`src/exc_pkg.sv`:
```
// Package for the exception and debug entry block
package exc_pkg;
	localparam logic [15:0] RESET_VEC = 16'hfffe;
	localparam int NUM_SRC = 8;
	localparam logic [15:0] VEC_BASE = 16'hffe0;
	localparam logic [15:0] SP_RESET = 16'h00ff;
	localparam int CCR_MASK_BIT = 3;
	localparam logic [1:0] HALT_NONE = 2'h0;
	localparam logic [1:0] HALT_LIGHT = 2'h1;
	localparam logic [1:0] HALT_DEEP = 2'h2;

	typedef enum logic [3:0] {
		ST_RESET, ST_VECHI, ST_VECLO, ST_RUN, ST_PUSH, ST_DEBUG,
		ST_WAIT, ST_STOP
	} state_t;

	typedef struct packed {
		logic [7:0] condition_code_reg;
		logic [7:0] sum;
		logic [7:0] ptrLow;
		logic [15:0] pc;
	} context_t;

	typedef struct packed {
		logic write;
		logic read;
		logic [15:0] addr;
		logic [7:0] data;
	} membus_t;

	typedef struct packed {
		state_t state;
		logic [NUM_SRC-1:0] flags;
		logic [15:0] sp;
		logic [2:0] pushIdx;
		logic [15:0] vecAddr;
		logic [7:0] vecHi;
		logic [15:0] newPc;
		logic maskSet;
		logic loadStb;
		logic [1:0] haltKind;
		membus_t bus;
	} exc_state_t;
endpackage

```
`src/cpu_exception_entry.sv`:
```
// Exception, reset vector and debug halt entry logic of the CPU
// Summary of operation
// - Source events set flags; requests forward only when local enable is 1.
// - Unmasked request: finish instruction, push pcl, pch, ptr low, sum, ccr.
// - After stacking set global mask, fetch top-priority vector, run there.
// - Vector is two bytes: high byte at lower address, low byte next.
// - Reset end with mode select pin high and no forced debug reset: run from 0xfffe-0xffff vector.
// - Mode select low at power-on, or forced debug reset, enters debug halt.
// - Debug halt also on halt command, instruction, controller or module break while running.
// - In debug halt no application instructions run; only debug commands.
// - Wait halts the core while system clocks keep running.
// - Stop halts all clocks; light keeps power, deep keeps only RAM.
`timescale 1ns/1ps
module cpu_exception_entry
	import exc_pkg::*;
(
	input wire logic clk,
	input wire logic rst_b,
	input wire logic powerOnClear,
	input wire logic debugForceReset,
	input wire logic debugModeSelectPin,
	input wire logic [NUM_SRC-1:0] srcEvent,
	input wire logic [NUM_SRC-1:0] srcEnable,
	input wire logic [NUM_SRC-1:0] srcFlagClear,
	input wire logic instrBoundary,
	input wire context_t cpuContext,
	input wire logic debugHaltCmd,
	input wire logic enterDebugInstr,
	input wire logic debugCtrlBreak,
	input wire logic breakModuleMatch,
	input wire logic debugGoCmd,
	input wire logic waitInstr,
	input wire logic stopInstr,
	input wire logic deepStopSel,
	input wire logic [7:0] memRdData,
	output membus_t memBus,
	output logic [NUM_SRC-1:0] srcFlags,
	output logic irqPending,
	output logic coreRun,
	output logic debugHalted,
	output logic sysClockEn,
	output logic [1:0] haltKind,
	output logic [15:0] pcLoad,
	output logic pcLoadStb,
	output logic maskSet,
	output logic [15:0] stackPtr
);
	exc_state_t s_r;
	exc_state_t s_nxt;
	logic [NUM_SRC-1:0] req;
	logic takeIrq;
	logic debugTrig;
	logic bootDebug_r;

	// Highest index wins priority
	function automatic logic [2:0] topSrc(input logic [NUM_SRC-1:0] r);
		logic [2:0] idx;
		idx = 3'h0;
		for (int i = 0; i < NUM_SRC; i++) begin
			if (r[i]) begin
				idx = 3'(i);
			end
		end
		return idx;
	endfunction

	// ****************************************
	// Request forwarding
	// ****************************************
	assign req = s_r.flags & srcEnable;
	assign takeIrq = |req && !cpuContext.condition_code_reg[CCR_MASK_BIT]
		&& instrBoundary;
	assign debugTrig = debugHaltCmd | enterDebugInstr | debugCtrlBreak
		| breakModuleMatch;

	// Mode select level caught after reset release
	always_ff @(posedge clk or negedge rst_b) begin
		if (!rst_b) begin
			bootDebug_r <= 1'b0;
		end else if (s_r.state == ST_RESET) begin
			bootDebug_r <= (powerOnClear && !debugModeSelectPin)
				|| debugForceReset;
		end
	end

	// ****************************************
	// Sequencer
	// ****************************************
	always_comb begin
		s_nxt = s_r;
		s_nxt.bus = '0;
		s_nxt.maskSet = 1'b0;
		s_nxt.loadStb = 1'b0;
		// Set wins over clear
		s_nxt.flags = (s_r.flags & ~srcFlagClear) | srcEvent;
		case (s_r.state)
			ST_RESET: begin
				s_nxt.sp = SP_RESET;
				s_nxt.state = ST_VECHI;
				s_nxt.vecAddr = RESET_VEC;
				s_nxt.bus.read = 1'b1;
				s_nxt.bus.addr = RESET_VEC;
			end
			ST_VECHI: begin
				s_nxt.vecHi = memRdData;
				s_nxt.bus.read = 1'b1;
				s_nxt.bus.addr = s_r.vecAddr + 16'h0001;
				s_nxt.state = ST_VECLO;
			end
			ST_VECLO: begin
				s_nxt.newPc = {s_r.vecHi, memRdData};
				s_nxt.loadStb = 1'b1;
				if (s_r.vecAddr == RESET_VEC && bootDebug_r) begin
					s_nxt.state = ST_DEBUG;
				end else begin
					s_nxt.state = ST_RUN;
				end
			end
			ST_RUN: begin
				if (debugTrig) begin
					s_nxt.state = ST_DEBUG;
				end else if (takeIrq) begin
					s_nxt.state = ST_PUSH;
					s_nxt.pushIdx = 3'h0;
				end else if (waitInstr) begin
					s_nxt.state = ST_WAIT;
				end else if (stopInstr) begin
					s_nxt.state = ST_STOP;
					s_nxt.haltKind = deepStopSel ? HALT_DEEP : HALT_LIGHT;
				end
			end
			ST_PUSH: begin
				// Extra cycle keeps the vector read off the last push
				if (s_r.pushIdx == 3'h5) begin
					s_nxt.maskSet = 1'b1;
					s_nxt.vecAddr = VEC_BASE
						+ {12'h000, topSrc(req), 1'b0};
					s_nxt.bus.read = 1'b1;
					s_nxt.bus.addr = s_nxt.vecAddr;
					s_nxt.state = ST_VECHI;
				end else begin
					s_nxt.bus.write = 1'b1;
					s_nxt.bus.addr = s_r.sp;
					case (s_r.pushIdx)
						3'h0: s_nxt.bus.data = cpuContext.pc[7:0];
						3'h1: s_nxt.bus.data = cpuContext.pc[15:8];
						3'h2: s_nxt.bus.data = cpuContext.ptrLow;
						3'h3: s_nxt.bus.data = cpuContext.sum;
						default: s_nxt.bus.data = cpuContext.condition_code_reg;
					endcase
					s_nxt.sp = s_r.sp - 16'h0001;
					s_nxt.pushIdx = s_r.pushIdx + 3'h1;
				end
			end
			ST_DEBUG: begin
				if (debugGoCmd) begin
					s_nxt.state = ST_RUN;
				end
			end
			ST_WAIT: begin
				if (|req) begin
					s_nxt.state = ST_RUN;
				end
			end
			ST_STOP: begin
				if (|req) begin
					s_nxt.state = ST_RUN;
					s_nxt.haltKind = HALT_NONE;
				end
			end
			default: s_nxt.state = ST_RESET;
		endcase
	end

	always_ff @(posedge clk or negedge rst_b) begin
		if (!rst_b) begin
			s_r <= '{state: ST_RESET, flags: '0, sp: SP_RESET,
				pushIdx: 3'h0, vecAddr: RESET_VEC, vecHi: 8'h00,
				newPc: 16'h0000, maskSet: 1'b0, haltKind: HALT_NONE,
				bus: '0, loadStb: 1'b0};
		end else begin
			s_r <= s_nxt;
		end
	end

	// ****************************************
	// Outputs
	// ****************************************
	assign memBus = s_r.bus;
	assign srcFlags = s_r.flags;
	assign irqPending = |req;
	assign coreRun = (s_r.state == ST_RUN);
	assign debugHalted = (s_r.state == ST_DEBUG);
	assign sysClockEn = (s_r.state != ST_STOP);
	assign haltKind = s_r.haltKind;
	assign pcLoad = s_r.newPc;
	assign pcLoadStb = s_r.loadStb;
	assign maskSet = s_r.maskSet;
	assign stackPtr = s_r.sp;
endmodule

```
`config.mk`:
```
export PLATFORM = sky130hd
export DESIGN_NAME = cpu_exception_entry
export DESIGN_NICKNAME = d
export VERILOG_FILES = /design/src/exc_pkg.sv /design/src/cpu_exception_entry.sv
export SDC_FILE = /design/constraint.sdc
export NUM_CORES = 1
export LEC_CHECK = 0
export ABC_AREA = 1
export BUFFER_PORTS_ARGS = -buffer_cell sky130_fd_sc_hd__buf_2
export CORE_MARGIN = 3
export CORE_UTILIZATION = 40
export DETAILED_ROUTE_END_ITERATION = 6
export PLACE_DENSITY = 0.66
export SLEW_MARGIN = 20
export SYNTH_ARGS = -nofsm -noshare
export SYNTH_HDL_FRONTEND = slang
export SYNTH_SLANG_ARGS = --single-unit
```
`constraint.sdc`:
```
create_clock -name clk -period 1.85 [get_ports clk]
set_input_delay 0.37 -clock clk [delete_from_list [all_inputs] [get_ports clk]]
set_output_delay 0.37 -clock clk [all_outputs]
set_load 0.05 [all_outputs]
```
==> implementation parameters <==
Parameter                              Value

Floorplan
  Row Count    39
  Num ports    160
  Die width    115.0 um
  Overall die area    about 0.013 sq mm
  Height of the chip    ~110 um
  Initial cell density of the core    41.26%
  Core Box Area    0.01152 sq mm

Yosys
  Adder-Cell Fraction of Synth Area    1.580%
  Area share of the leading cell type in the synthesized netlist    between 40% and 50%
  Compound-Gate Fraction of Synth Area    11.45%
  EDFF count, synth    0
  Dominant combinational cell family by area after synthesis    simple AND/OR/NAND/NOR gates
  Synthesized instance count    583
  Register bit count reported by yosys    89
  Count of unique library cells instantiated by Yosys    34
  Largest area contributor in the netlist    dfrtp_1
  Async set-or-reset flop fraction in the synthesized netlist    100.0%
  Summed instance area of the synthesized netlist    0.004752 sq mm
  Yosys Warn Count    0
  Post-synthesis area per instance    approximately 8.2 sq um
  Post-Syn Nets    roughly 680
  Biggest area contributors in the synthesized netlist    dfrtp_1 41%, nand2_1 12%, buf_4 11%, dfstp_2 6.6%, o21ai_0 6.4%
  Fraction of synthesized cell area in xor and xnor cells    0%
  Post-Synth Simple-Gate Area    roughly 22%
  Ys flop type    dfrtp_1
  Portion of netlist area occupied by mux cells    0%
  Share of synthesized area occupied by flip-flops and latches    47.18%

Pwr
  Clock power frac    18.2%
  Total power consumption of the routed design    about 0.0094 W
  Portion of total power attributed to combinational logic    slightly below 50%
  Power per cell area    1676 mW/mm^2
  Highest ir drop seen on vdd    0.0006436 V
  Net Sw Frac    slightly below 50%
  Leakage    3.074 nW
  Switching component of the power    between 0.004 and 0.005 W
  P_int    0.004810 W
  Fraction of power consumed by sequential logic    32.3%

Cells and area
  Number of fill cells    1094
  Synth-to-Final Area Change    18.27%
  Most frequent cells in the layout    156 x buf_2, 146 x nand2_1, 75 x dfrtp_1
  Cell area after layout    between 0.005 and 0.006 sq mm
  Final core occ    48.80%
  Nets    784
  Fraction of final layout cells with drive strength greater than 1    around 33%
  Leading cell type in the layout, fill and taps excluded    buf_2
  Diode count    0

Drt
  Starting DRC count in detailed routing    between 200 and 250
  Via density    4.682
  Detailed-routing iteration count for the pre-antenna-repair pass    4
  Routed wire per std cell    13.00 um
  DRC errors left    0
  Number of nets with antenna violations after detailed routing    0
  Final routed wirelength across all metal layers    between 10 and 15 mm
  Number of vias after detailed routing    3933

STA
  Period Utilization, post-route    between 90% and 100%
  Max-slew violations    0
  Slew at the pin closest to its max-slew limit    0.6468 ns
  Final critical-path required period    1.789 ns
  Final hold violation count    0
  Setup-violating endpoint count in the final report    0
  Worst setup slack after layout    around 0.061 ns
  Setup TNS after final layout    0 ns
  RSZ-0062 raised after global routing    yes
  Final Skew    0.007944 ns
  Max-slew headroom    56.83%
  Achievable frequency    0.5590 GHz

Global route
  Grt ovf    0
  Global-route usage over all layers    16.66%
  First-pass GRT wire length    roughly 18 mm
  Pin count of the biggest net entering global routing    40
  Initial antenna violation count    0
  Via count of the first global-routing pass    3841

Status
  Outcome    complete, no violations

Critical path
  Reg-to-reg critical path startpoint    s_r[71]$_DFFE_PN0P_
  Worst Reg-to-Reg Cells    11
  Top fanout value on the critical path    3
  Required time worst endpoint    1.48 ns
  Kind of start point of the critical path    register
  Setup slack on the worst flop-to-flop path    0.16 ns
  Critical Path End Type    output port
  Critical register-to-register path endpoint    stackPtr[10]$_DFFE_PN0P_
  Worst setup path class    reg -> out
  CP Data Arrival Time    1.42 ns

Place
  Placed Area    around 0.0053 sq mm
  Final weighted congestion of routability-driven global placement    0.8268
  Detailed placer's ending HPWL    between 8 and 9 mm
  Worst Setup Slack post-DPL    0.09214 ns
  Count of input and output buffers    159

Hold path
  Type of the tightest min-delay check    in -> reg
  Worst hold path endpoint    srcFlags[2]$_DFF_PN0_
  Instance count along the most critical hold path    2
  Worst Min Path Start    srcFlagClear[2]

Clocking
  Deepest clock path buffer count    2
  Clock insertion delay at the later pin of the skew report    0.33 ns
  H-tree level count    3
  TritonCTS clock tree    yes
  Reg clk slew, reported paths    0.07 ns
  Clk sink count    a little under 90
  Library cell used as clock root buffer    clkbuf_16
  Cts bufs inserted    9

Run
  Max-capacitance violation count    0
[critical path, stage by stage, from the launching register on]
cell	delay, ns
dfrtp_1	0.40
nand2_1	0.10
nand2_1	0.12
nor2_4	0.15
nand2_1	0.09
buf_2	0.22
[cells in the mapped netlist (5+ instances only)]
master	number
buf_4	68
ha_1	6
dfrtp_1	77
a21oi_1	13
nand4_1	9
nand2_1	149
nor2_1	45
nand3b_1	5
o21ai_0	61
nand3_1	19
dfstp_2	12
buf_2	6
inv_1	69
o21bai_1	8
[stage by stage]
step / cells / hold WS, ns
global route: 840 / 0.2026
detailed placement: 820 / 0.2332
global placement: 820 / 0.2321
finish: 840 / 0.2078
CTS: 837 / 0.1938
floorplan: 583 / 0.07441
[worst max-delay path by stage]
stage | from | to | slack (ns)
5_1_grt | srcFlags[4]$_DFF_PN0_ | irqPending | -0.07
2_1_floorplan | srcFlags[5]$_DFF_PN0_ | haltKind[0]$_DFFE_PN0P_ | 0.17
4_1_cts | s_r[98]$_DFFE_PN0P_ | sysClockEn | 0.01
6_report | srcFlags[4]$_DFF_PN0_ | irqPending | 0.06
3_5_place_dp | s_r[71]$_DFFE_PN0P_ | stackPtr[10]$_DFFE_PN0P_ | 0.09
3_3_place_gp | s_r[71]$_DFFE_PN0P_ | stackPtr[10]$_DFFE_PN0P_ | 0.20
[layout make-up]
cell class | instances | area (sq um) | area share [%]
clock buffers | 10 | 229.0 | 4.074
clock inverters | 6 | 51.30 | 0.9127
multi-input cells | 342 | 1689 | 30.05
repair buffers | 177 | 953.4 | 16.96
well taps | 143 | 178.9 | 3.183
flip-flops and latches | 89 | 2245 | 39.94
inverters | 73 | 274.0 | 4.875
[flip-flops by register name, indices dropped and copies added, names as in the netlist]
register     count
bootDebug_r      1
haltKind         2
maskSet          1
memBus          26
pcLoad          16
pcLoadStb        1
s_r             18
srcFlags         8
stackPtr        16
[repair_timing]
action                                  CTS  global route
endpoints found under the setup margin    4            34
cloned                                    0             0
hold buffers                              1             0
buffers inserted                          0             3
pin swaps                                 0             2
endpoints found under the hold margin    12             0
gates resized for setup                   3            11
[layer usage]
layer  vias to the layer above  share of wire [%]  GRT usage, %
met1                      1828                 45         21.29
met4                         0               0.97         4.773
met2                        99                 50         28.13
li1                       1998                  -             -
met5                         -                  0             0
met3                         8                4.1         4.105
[logic make-up after synthesis]
group	count (synthesis)
AO/OA/AOI/OAI	95
adder cells (fa/ha/maj)	6
buffers and inverters	152
flip-flops	89
AND/OR/NAND/NOR	241
[power groups by stage]
stage / combinational, W / clock [W] / sequential (W)
finish: 0.00466 / 0.00172 / 0.00304
floorplan: 0.00415 / 0 / 0.00299
CTS: 0.00462 / 0.00176 / 0.00304
global route: 0.00513 / 0.00184 / 0.00312
global placement: 0.00454 / 0 / 0.00303
detailed placement: 0.00459 / 0 / 0.00306
(Power assumes the default switching activity.)
